==> config.mk <==
export PLATFORM = sky130hd
export DESIGN_NAME = ibic_channel
export DESIGN_NICKNAME = d
export VERILOG_FILES = /design/src/hdl/ibic_pkg.sv /design/src/hdl/ibic_channel.sv
export SDC_FILE = /design/constraint.sdc
export NUM_CORES = 1
export LEC_CHECK = 0
export ABC_AREA = 1
export BUFFER_PORTS_ARGS = -buffer_cell sky130_fd_sc_hd__clkbuf_2
export CORE_MARGIN = 2
export CORE_UTILIZATION = 62
export DETAILED_ROUTE_END_ITERATION = 8
export PLACE_DENSITY = 0.79
export REMOVE_ABC_BUFFERS = 1
export SLEW_MARGIN = 20
export SYNTH_ARGS = -nofsm -noshare
export SYNTH_HDL_FRONTEND = slang
export SYNTH_SLANG_ARGS = --single-unit
==> constraint.sdc <==
create_clock -name i_clk_sys -period 9.12 [get_ports i_clk_sys]
set_input_delay 0.456 -clock i_clk_sys [delete_from_list [all_inputs] [get_ports i_clk_sys]]
set_output_delay 0.456 -clock i_clk_sys [all_outputs]
set_load 0.05 [all_outputs]
==> src/hdl/ibic_pkg.sv <==
// constants for the bus interface channel
package ibic_pkg;
    localparam int ADDR_W = 32;
    localparam logic [31:0] ADDR_MSTCR = 32'hffff861c;
    localparam logic [31:0] ADDR_XCTL = 32'hffff87f0;
    localparam logic [31:0] ADDR_CTL = 32'hffff8808;
    localparam logic [31:0] ADDR_STS = 32'hffff8809;
    localparam logic [31:0] ADDR_DATA = 32'hffff880e;
    localparam logic [31:0] ADDR_SAR = 32'hffff880f;
    // standby register
    localparam int STBY_BIT = 5;
    localparam logic [15:0] STBY_RST = 16'hffff;
    // control register fields
    localparam int CTL_ICE = 7;
    localparam int CTL_IRQ_ENABLE = 6;
    localparam int CTL_MST = 5;
    localparam int CTL_TRS = 4;
    localparam int CTL_ACK_CHECK_ENABLE = 3;
    localparam int CTL_BUS_BUSY = 2;
    localparam int CTL_IRQ_FLAG = 1;
    localparam int CTL_SCP = 0;
    localparam logic [7:0] CTL_RST = 8'h01;
    // mode register fields
    localparam int MODE_MLS = 7;
    localparam int MODE_WAIT = 6;
    localparam int MODE_CKS_LO = 3;
    localparam logic [7:0] MODE_RST = 8'h00;
    // extended control fields
    localparam int X_RATE = 5;
    localparam int X_ACC = 4;
    localparam int X_HANDSHAKE_RECEIVE = 3;
    localparam int X_RXV = 1;
    localparam int X_STOP_IRQ_MASK = 0;
    localparam logic [7:0] X_WMASK = 8'h39;
    localparam logic [7:0] X_RST = 8'h00;
    // status fields
    localparam int STS_ERROR_STOP_FLAG = 7;
    localparam int STS_STOP = 6;
    localparam int STS_AL = 3;
    localparam int STS_RECEIVED_ACK = 0;
    // clock: 40 MHz / 156 kHz is 256 cycles per bit at rate bit set and clock select 7
    localparam int SYS_MHZ = 100;
    localparam int REF_MHZ = 40;
    localparam int REF_DIV_MAX = 256;
    localparam int DIV_W = 12;
    localparam int BITS_FRAME = 9;
    localparam logic [3:0] BITS_FRAME_L = 4'd9;
    typedef enum logic [2:0] {
        IBIC_IDLE, IBIC_START, IBIC_BIT, IBIC_HOLD, IBIC_STOP
    } ibic_state_t;
endpackage

==> src/hdl/ibic_channel.sv <==
// single bus interface channel, master transmit and receive
`timescale 1ns/1ps
module ibic_channel
    import ibic_pkg::*;
(
    input wire logic i_clk_sys,
    input wire logic i_nrst,
    input wire logic [ibic_pkg::ADDR_W-1:0] i_addr,
    input wire logic [7:0] i_wdata,
    input wire logic i_wr,
    input wire logic i_rd,
    output logic [15:0] o_rdata,
    output logic o_irq,
    input wire logic i_scl,
    output logic o_scl,
    output logic o_scl_oe,
    input wire logic i_sda,
    output logic o_sda,
    output logic o_sda_oe
);
    import ibic_pkg::*;

    logic [15:0] stby_q;
    logic [7:0] xctl_q, ctl_q, mode_q, sts_q, data_q, sar_q, sarx_q;
    logic [15:0] rdata_q;
    logic [1:0] scl_s_q, sda_s_q;
    logic sda_prev_q, scl_prev_q;
    ibic_state_t st_q;
    logic [DIV_W-1:0] div_q;
    logic [1:0] ph_q;
    logic [3:0] bit_q;
    logic [7:0] sh_q;
    logic sda_drv_q, scl_drv_q;
    logic stop_pend_q;

    wire run = ~stby_q[STBY_BIT];
    wire acc = run & xctl_q[X_ACC];
    wire interface_enable = ctl_q[CTL_ICE];
    wire sel_mst = i_addr == ADDR_MSTCR;
    wire sel_x = run & (i_addr == ADDR_XCTL);
    wire sel_ctl = acc & (i_addr == ADDR_CTL);
    wire sel_sts = acc & (i_addr == ADDR_STS);
    // shared offsets: enable selects data/mode, else address regs
    wire sel_data = acc & interface_enable & (i_addr == ADDR_DATA);
    wire sel_sarx = acc & ~interface_enable & (i_addr == ADDR_DATA);
    wire sel_mode = acc & interface_enable & (i_addr == ADDR_SAR);
    wire sel_sar = acc & ~interface_enable & (i_addr == ADDR_SAR);
    wire sda_in = sda_s_q[1];
    wire scl_in = scl_s_q[1];
    // bit period from clock select and rate bit
    wire [2:0] cks = mode_q[MODE_CKS_LO+2:MODE_CKS_LO];
    wire [8:0] ref_div = xctl_q[X_RATE] ?
        9'(REF_DIV_MAX - 32 * (7 - int'(cks))) :
        9'(REF_DIV_MAX / 2 - 16 * (7 - int'(cks)));
    wire [DIV_W-1:0] quarter = DIV_W'((int'(ref_div) * SYS_MHZ)
        / (REF_MHZ * 4));
    // one quarter bit is quarter cycles, counted from zero
    wire tick = (div_q == quarter - DIV_W'(1)) & (st_q != IBIC_IDLE);
    wire master = ctl_q[CTL_MST];
    wire tx = ctl_q[CTL_TRS];
    wire out_bit = mode_q[MODE_MLS] ? sh_q[0] : sh_q[7];
    wire ack_slot = bit_q == BITS_FRAME_L - 4'd1;
    wire frame_end = tick & (st_q == IBIC_BIT) & (ph_q == 2'd3)
        & ack_slot;
    wire start_done = tick & (st_q == IBIC_START) & (ph_q == 2'd3);
    wire stop_done = tick & (st_q == IBIC_STOP) & (ph_q == 2'd3);
    // ack read mid clock high, before the receiver lets go
    wire ack_sample = tick & (st_q == IBIC_BIT) & (ph_q == 2'd1)
        & ack_slot;
    // released data bit seen low: another master won
    wire lost = tick & (st_q == IBIC_BIT) & (ph_q == 2'd1) & ~ack_slot
        & tx & master & ~sda_drv_q & ~sda_in;

    // bus-side stop and start detect for slave status
    wire bus_stop = scl_in & scl_prev_q & sda_in & ~sda_prev_q;
    wire bus_start = scl_in & scl_prev_q & ~sda_in & sda_prev_q;

    // only the format with both format bits zero is built
    wire fmt_i2c = ~sar_q[0] & ~sarx_q[0];
    wire ctl_wr = i_wr & sel_ctl;
    wire req_start = ctl_wr & ~i_wdata[CTL_SCP] & i_wdata[CTL_BUS_BUSY]
        & interface_enable & master & fmt_i2c & (st_q == IBIC_IDLE);
    wire req_stop = ctl_wr & ~i_wdata[CTL_SCP] & ~i_wdata[CTL_BUS_BUSY]
        & interface_enable & master & ctl_q[CTL_BUS_BUSY];
    // nack with ack check refuses the next byte
    wire nack_hold = ctl_q[CTL_ACK_CHECK_ENABLE] & sts_q[STS_RECEIVED_ACK] & tx;
    // launch next byte when flag cleared
    wire launch = ctl_wr & ~i_wdata[CTL_IRQ_FLAG] & ctl_q[CTL_IRQ_FLAG]
        & ~nack_hold & (st_q == IBIC_HOLD);
    wire data_wr = i_wr & sel_data;
    wire slave_stop_irq = bus_stop & ~master & ~xctl_q[X_STOP_IRQ_MASK];
    wire irq_set = start_done | frame_end | slave_stop_irq | lost;
    wire rx_byte_done = frame_end & ~tx;
    // without handshake, reception runs on frame to frame
    wire rx_more = ~tx & ~xctl_q[X_HANDSHAKE_RECEIVE] & ~stop_pend_q & ~req_stop;


    // input synchronisers
    always_ff @(posedge i_clk_sys or negedge i_nrst)
    begin
        if (!i_nrst)
        begin
            scl_s_q <= 2'h3;
            sda_s_q <= 2'h3;
            scl_prev_q <= 1'b1;
            sda_prev_q <= 1'b1;
        end
        else
        begin
            scl_s_q <= {scl_s_q[0], i_scl};
            sda_s_q <= {sda_s_q[0], i_sda};
            scl_prev_q <= scl_in;
            sda_prev_q <= sda_in;
        end
    end

    // software registers
    always_ff @(posedge i_clk_sys or negedge i_nrst)
    begin
        if (!i_nrst)
        begin
            stby_q <= STBY_RST;
            xctl_q <= X_RST;
            mode_q <= MODE_RST;
            sar_q <= 8'h00;
            sarx_q <= 8'h00;
        end
        else
        begin
            if (i_wr & sel_mst)
                stby_q <= {8'h00, i_wdata};
            if (i_wr & sel_x)
                xctl_q <= (i_wdata & X_WMASK) | (xctl_q & ~X_WMASK);
            if (i_wr & sel_mode)
                mode_q <= i_wdata;
            if (i_wr & sel_sar)
                sar_q <= i_wdata;
            if (i_wr & sel_sarx)
                sarx_q <= i_wdata;
            // receive valid set wins over read clear
            if (rx_byte_done)
                xctl_q[X_RXV] <= 1'b1;
            else if (i_rd & sel_data)
                xctl_q[X_RXV] <= 1'b0;
        end
    end

    // control register with flag and busy
    always_ff @(posedge i_clk_sys or negedge i_nrst)
    begin
        if (!i_nrst)
            ctl_q <= CTL_RST;
        else
        begin
            if (ctl_wr)
                ctl_q <= {i_wdata[7:3], ctl_q[CTL_BUS_BUSY],
                    ctl_q[CTL_IRQ_FLAG] & i_wdata[CTL_IRQ_FLAG], i_wdata[CTL_SCP]};
            if (start_done | bus_start)
                ctl_q[CTL_BUS_BUSY] <= 1'b1;
            else if (stop_done | bus_stop)
                ctl_q[CTL_BUS_BUSY] <= 1'b0;
            if (irq_set)
                ctl_q[CTL_IRQ_FLAG] <= 1'b1;
        end
    end

    always_ff @(posedge i_clk_sys or negedge i_nrst)
    begin
        if (!i_nrst)
            sts_q <= 8'h00;
        else
        begin
            if (i_wr & sel_sts)
                sts_q[7:1] <= sts_q[7:1] & i_wdata[7:1];
            if (bus_stop)
                sts_q[STS_STOP] <= 1'b1;
            if (bus_stop & (st_q == IBIC_BIT))
                sts_q[STS_ERROR_STOP_FLAG] <= 1'b1;
            if (lost)
                sts_q[STS_AL] <= 1'b1;
            if (ack_sample)
                sts_q[STS_RECEIVED_ACK] <= tx ? sda_in : 1'b0;
        end
    end

    // master bus sequencer
    always_ff @(posedge i_clk_sys or negedge i_nrst)
    begin
        if (!i_nrst)
        begin
            st_q <= IBIC_IDLE;
            div_q <= '0;
            ph_q <= 2'd0;
            bit_q <= 4'd0;
            sh_q <= 8'h00;
            data_q <= 8'h00;
            sda_drv_q <= 1'b0;
            scl_drv_q <= 1'b0;
            stop_pend_q <= 1'b0;
        end
        else
        begin
            div_q <= tick ? '0 : ((st_q == IBIC_IDLE) ? '0 : div_q + 1'b1);
            if (tick)
                ph_q <= ph_q + 2'd1;
            if (data_wr)
                data_q <= i_wdata;
            if (req_stop)
                stop_pend_q <= 1'b1;
            case (st_q)
                IBIC_IDLE:
                begin
                    stop_pend_q <= 1'b0;
                    if (req_start)
                    begin
                        st_q <= IBIC_START;
                        ph_q <= 2'd0;
                    end
                end
                IBIC_START:
                begin
                    if (tick & (ph_q == 2'd1))
                        sda_drv_q <= 1'b1;
                    if (start_done)
                    begin
                        scl_drv_q <= 1'b1;
                        st_q <= IBIC_HOLD;
                    end
                end
                IBIC_HOLD:
                begin
                    if (stop_pend_q | req_stop)
                    begin
                        st_q <= IBIC_STOP;
                        ph_q <= 2'd0;
                        sda_drv_q <= 1'b1;
                    end
                    else if (launch)
                    begin
                        st_q <= IBIC_BIT;
                        ph_q <= 2'd0;
                        bit_q <= 4'd0;
                        sh_q <= tx ? data_q : 8'h00;
                        sda_drv_q <= tx & ~(mode_q[MODE_MLS] ?
                            data_q[0] : data_q[7]);
                    end
                end
                IBIC_BIT:
                begin
                    if (tick & (ph_q == 2'd0))
                        scl_drv_q <= 1'b0;
                    if (tick & (ph_q == 2'd1) & ~ack_slot)
                        sh_q <= mode_q[MODE_MLS] ?
                            {sda_in, sh_q[7:1]} : {sh_q[6:0], sda_in};
                    // step off the bus after losing
                    if (lost)
                    begin
                        st_q <= IBIC_IDLE;
                        scl_drv_q <= 1'b0;
                    end
                    if (tick & (ph_q == 2'd2))
                        scl_drv_q <= 1'b1;
                    if (tick & (ph_q == 2'd3))
                    begin
                        bit_q <= bit_q + 4'd1;
                        if (ack_slot)
                        begin
                            st_q <= rx_more ? IBIC_BIT : IBIC_HOLD;
                            // next frame counts from zero again
                            bit_q <= 4'd0;
                            sda_drv_q <= 1'b0;
                            if (~tx)
                                data_q <= sh_q;
                        end
                        else if (bit_q == BITS_FRAME_L - 4'd2)
                            // receiver acks low, transmitter releases
                            sda_drv_q <= ~tx;
                        else
                            sda_drv_q <= tx & ~(mode_q[MODE_MLS] ?
                                sh_q[0] : sh_q[7]);
                    end
                end
                IBIC_STOP:
                begin
                    if (tick & (ph_q == 2'd1))
                        scl_drv_q <= 1'b0;
                    if (stop_done)
                    begin
                        sda_drv_q <= 1'b0;
                        st_q <= IBIC_IDLE;
                    end
                end
                default:
                    st_q <= IBIC_IDLE;
            endcase
        end
    end

    wire [7:0] rd_x = xctl_q & 8'h3b;
    wire [15:0] rd_mux = sel_mst ? stby_q :
        sel_x ? {8'h00, rd_x} :
        sel_ctl ? {8'h00, ctl_q} :
        sel_sts ? {8'h00, sts_q} :
        sel_data ? {8'h00, data_q} :
        sel_mode ? {8'h00, mode_q} :
        sel_sar ? {8'h00, sar_q} :
        sel_sarx ? {8'h00, sarx_q} : 16'h0000;

    always_ff @(posedge i_clk_sys or negedge i_nrst)
    begin
        if (!i_nrst)
            rdata_q <= 16'h0000;
        else
            rdata_q <= i_rd ? rd_mux : 16'h0000;
    end

    assign o_rdata = rdata_q;
    assign o_irq = ctl_q[CTL_IRQ_ENABLE] & ctl_q[CTL_IRQ_FLAG];
    // clock drives only in master mode; data drives whenever the sequencer does outside standby
    assign o_scl = 1'b0;
    assign o_scl_oe = scl_drv_q & master & run;
    assign o_sda = 1'b0;
    assign o_sda_oe = sda_drv_q & run;
    wire unused = out_bit;
endmodule

==> results.txt <==
----------------------------------------------------
[Setup path]
  Critical path startpoint category ... flip-flop
  Type of the setup path with the least slack ... flip-flop to flip-flop
  Length in cells of the worst reg-to-reg path ... 62
  CP Capture Type ... flip-flop
  Data arrival time of the worst path ... 9.02 ns
  Critical-path top delay cell ... sky130_fd_sc_hd__dfrtp_2
  Worst Path Max Fanout ... 8
  Cell repeated most along the worst path ... sky130_fd_sc_hd__nand2_1
  Crit-path max cell delay ... 0.44 ns
  Worst endpoint required time ... 9.35 ns

[Synth]
  Share of flip-flops with an asynchronous set or reset ... 1.00
  Mapped Cells ... 1,283
  Top-area cell type share of the netlist area ... 0.267
  Number of different library cells in the post-synthesis netlist ... 55
  Most used flip-flop cell after synthesis ... sky130_fd_sc_hd__dfrtp_1
  Mapped cell area ... 0.00871 mm2
  Warnings, synthesis ... 0
  Most frequent cell after synthesis ... sky130_fd_sc_hd__nand2_1
  Mean cell area of the mapped netlist ... 6.79 um2
  Count of state elements after synthesis ... 109
  Top cells by count, synth ... sky130_fd_sc_hd__nand2_1, sky130_fd_sc_hd__inv_1, sky130_fd_sc_hd__o21ai_0
  Sequential area share after synthesis ... 0.315
  Top cell type by total area after synthesis ... sky130_fd_sc_hd__dfrtp_1
  Area contributors post-synth ... sky130_fd_sc_hd__dfrtp_1, sky130_fd_sc_hd__nand2_1, sky130_fd_sc_hd__inv_1
  Post-synth EDFFs ... 0

[Clock network]
  Hold buffer count at cts ... 0
  Clock-pin slew reported for the worst setup and hold paths after clock tree synthesis ... 0.07 ns
  Clock tree from TritonCTS ... yes
  TritonCTS Sinks ... 109
  Number of CTS-inserted buffers ... 9
  Clock tree buffer depth ... 2
  Worst skew pair latency ... 0.36 ns
  Maximum level of the CTS H-tree ... 3
  Clock Root Buffer ... sky130_fd_sc_hd__clkbuf_16

[Routing]
  DRT Wirelength ... 23.9 mm
  Per-cell via count in the routed design ... 5.72
  Met3 wire length ... 1.14 mm
  DRC viols ... 0
  DR WL met2 ... 12.1 mm
  Uppermost layer routed ... met4
  Count of TritonRoute iterations in the first routing pass ... 7
  1st-iter DRT viols ... 746
  Post-Route M1 WL ... 9.89 mm
  Routed length per instance ... 15.3 um
  Total via count after detailed routing ... 8,936
  Routed Antenna Nets ... 0

[Timing]
  Setup Viol. Count Final ... 0
  Fmax ... 114 MHz
  Final Hold Violating Endpoints ... 0
  Slew headroom ... 0.357
  Final Slew Violations ... 0
  Worst Tran Pin Value ... 0.961 ns
  Minimum clock period after layout ... 8.79 ns
  Final period util ... 0.964
  Worst-case clock skew ... 0.00456 ns

[Die]
  Standard cell core area ... 0.0138 mm2
  Die Outline Area ... 0.0150 mm2
  DIE WIDTH ... 123 um
  Number of top-level design ports ... 67
  Rows ... 43
  Starting density of the core ... 0.630
  Die boundary height ... 123 um

[Power]
  Sw frac ... 0.211
  Share of total power in sequential cells ... 0.505
  Total power divided by cell area ... 95.3 mW/mm2
  Cell Int Power ... 0.000764 W
  Comb pwr share ... 0.035
  Overall power ... 0.000968 W
  Net Sw Power ... 0.000205 W
  Clock share of power ... 0.460
  Max rail drop VDD ... 107 uV
  Leakage power summed over all cells ... 5.22 nW

[Finish]
  Final core utilization ... 0.735
  Layout cell share with drive strength beyond 1 ... 0.233
  Number of nets in the layout ... 1,449
  Number of inserted diodes ... 0
  Area of all placed cells without fillers ... 0.0102 mm2
  Final non-filler cell total ... 1,561
  Relative area change from synthesis to final layout ... 16.7%

[Global route]
  Vias in the first global route ... 8,127
  Total gr overflow ... 0
  Global router's overall resource usage ... 0.313
  Initial antenna violation count ... 0
  Maximum number of pins on one net before global-route repair ... 78
  Wire length of the first global-routing pass ... 37.3 mm

[Min path]
  Hold crit path type ... input port to async pin

[Run status]
  Outcome ... complete, no violations

[Flow run]
  Maximum Capacitance Violations ... 0

[Placed design]
  Cell area after placement ... 0.00915 mm2
  Placed Instances ... 1,509
  Placer's final routability congestion estimate ... 0.963
  Placed wire-length estimate ... 17.2 mm
  Number of buffers inserted by port buffering ... 64

----------------------------------------------------
cell usage in the layout, fill, tap and decap left out, types with 11 or more instances in the layout:
cell type | netlist | routed
sky130_fd_sc_hd__nor3_1 | 16 | 14
sky130_fd_sc_hd__nand2_4 | 8 | 18
sky130_fd_sc_hd__o21ai_0 | 109 | 107
sky130_fd_sc_hd__inv_2 | 16 | 20
sky130_fd_sc_hd__nand3_1 | 90 | 82
sky130_fd_sc_hd__dfstp_2 | 16 | 16
sky130_fd_sc_hd__nor2_1 | 103 | 94
sky130_fd_sc_hd__ha_1 | 26 | 19
sky130_fd_sc_hd__a21oi_1 | 22 | 21
sky130_fd_sc_hd__dfrtp_1 | 93 | 92
sky130_fd_sc_hd__nor2_4 | 13 | 19
sky130_fd_sc_hd__xor2_1 | 13 | 13
sky130_fd_sc_hd__o21ai_2 | 15 | 17
sky130_fd_sc_hd__nand2_2 | 30 | 50
sky130_fd_sc_hd__nand2_1 | 360 | 330
sky130_fd_sc_hd__nand4_1 | 41 | 41
sky130_fd_sc_hd__buf_4 | 10 | 44
sky130_fd_sc_hd__clkbuf_2 | 0 | 63
sky130_fd_sc_hd__nor2_2 | 7 | 11
sky130_fd_sc_hd__inv_1 | 168 | 164
sky130_fd_sc_hd__nand3_2 | 11 | 14
area by class of cell:
type | count | area, um2
Clock buffer | 9 | 225
Sequential cell | 109 | 2750
Clock inverter | 7 | 114
Multi-Input combinational cell | 961 | 5490
Fill cell | 1119 | 3660
Timing Repair Buffer | 108 | 657
Tap cell | 180 | 225
Inverter | 187 | 702
worst max-delay path, delay by kind of cell (launching register included):
kind | cells | cell delay [ns]
AND/OR/NAND/NOR | 48 | 6.00
adder cells (fa/ha/maj) | 6 | 1.54
flip-flops | 1 | 0.44
buffers and inverters | 5 | 0.40
AO/OA/AOI/OAI | 3 | 0.30
layer usage:
metal,track usage,vias up
met1,0.379,4177
met2,0.560,318
li1,-,4372
met5,0,-
met3,0.0386,69
met4,0.129,0
through the flow:
stage          setup TNS [ns]  hold slack (ns)  setup WS, ns
6_report                    0           0.0209         0.330
5_1_grt                 -8.12           0.0540        -0.291
4_1_cts                     0           0.0473        0.0327
3_5_place_dp          -0.0388            0.347       -0.0186
3_3_place_gp                0            0.346         0.287
2_1_floorplan               0            0.160         0.740
registers in the layout, indices dropped and copies added, names as in the netlist, 5 cells and up:
| register | count |
|---|---|
| ctl_q | 8 |
| data_q | 8 |
| div_q | 12 |
| mode_q | 8 |
| o_rdata | 9 |
| sar_q | 8 |
| sarx_q | 8 |
| sh_q | 8 |
| stby_q | 9 |
| sts_q | 8 |
| xctl_q | 5 |
path summary, 6_finish.rpt:
check,from,end,slack [ns]
max,mode_q[3],sh_q[0],0.33
min,i_nrst,scl_drv_q,0.02
max reg2reg,mode_q[3],sh_q[0],0.33
min reg2reg,sda_s_q[0],sda_s_q[1],0.36
max in group asynchronous,i_nrst,mode_q[3],7.75
min in group i_clk_sys,i_sda,sda_s_q[0],0.18
power by group through the flow:
stage               Combinational [W]  Sequential (W)  Clock (W)
floorplan                  0.00000865        0.000497          0
finish                      0.0000342        0.000489   0.000446
CTS                         0.0000346        0.000489   0.000449
detailed placement          0.0000345        0.000498          0
global route                0.0000387        0.000489   0.000469
global placement            0.0000340        0.000497          0
cells by family (layout without fill, tap and decap cells):
logic type	after synthesis	in the layout	synth area share
compound gates	197	198	0.135
xor+xnor	20	20	0.0201
fa+ha+maj	27	27	0.0396
buf+inv	218	311	0.104
flops	109	109	0.315
mux	2	2	0.00230
other cells	1	2	0.000430
simple gates	709	712	0.383
timing repair:
action / CTS / global route
cloned: 0 / 4
buffers inserted: 1 / 31
pin swaps: 1 / 46
setup endpoints to repair: 9 / 44
resized for setup: 0 / 93
No activity file was read; power rests on OpenSTA's default activity.
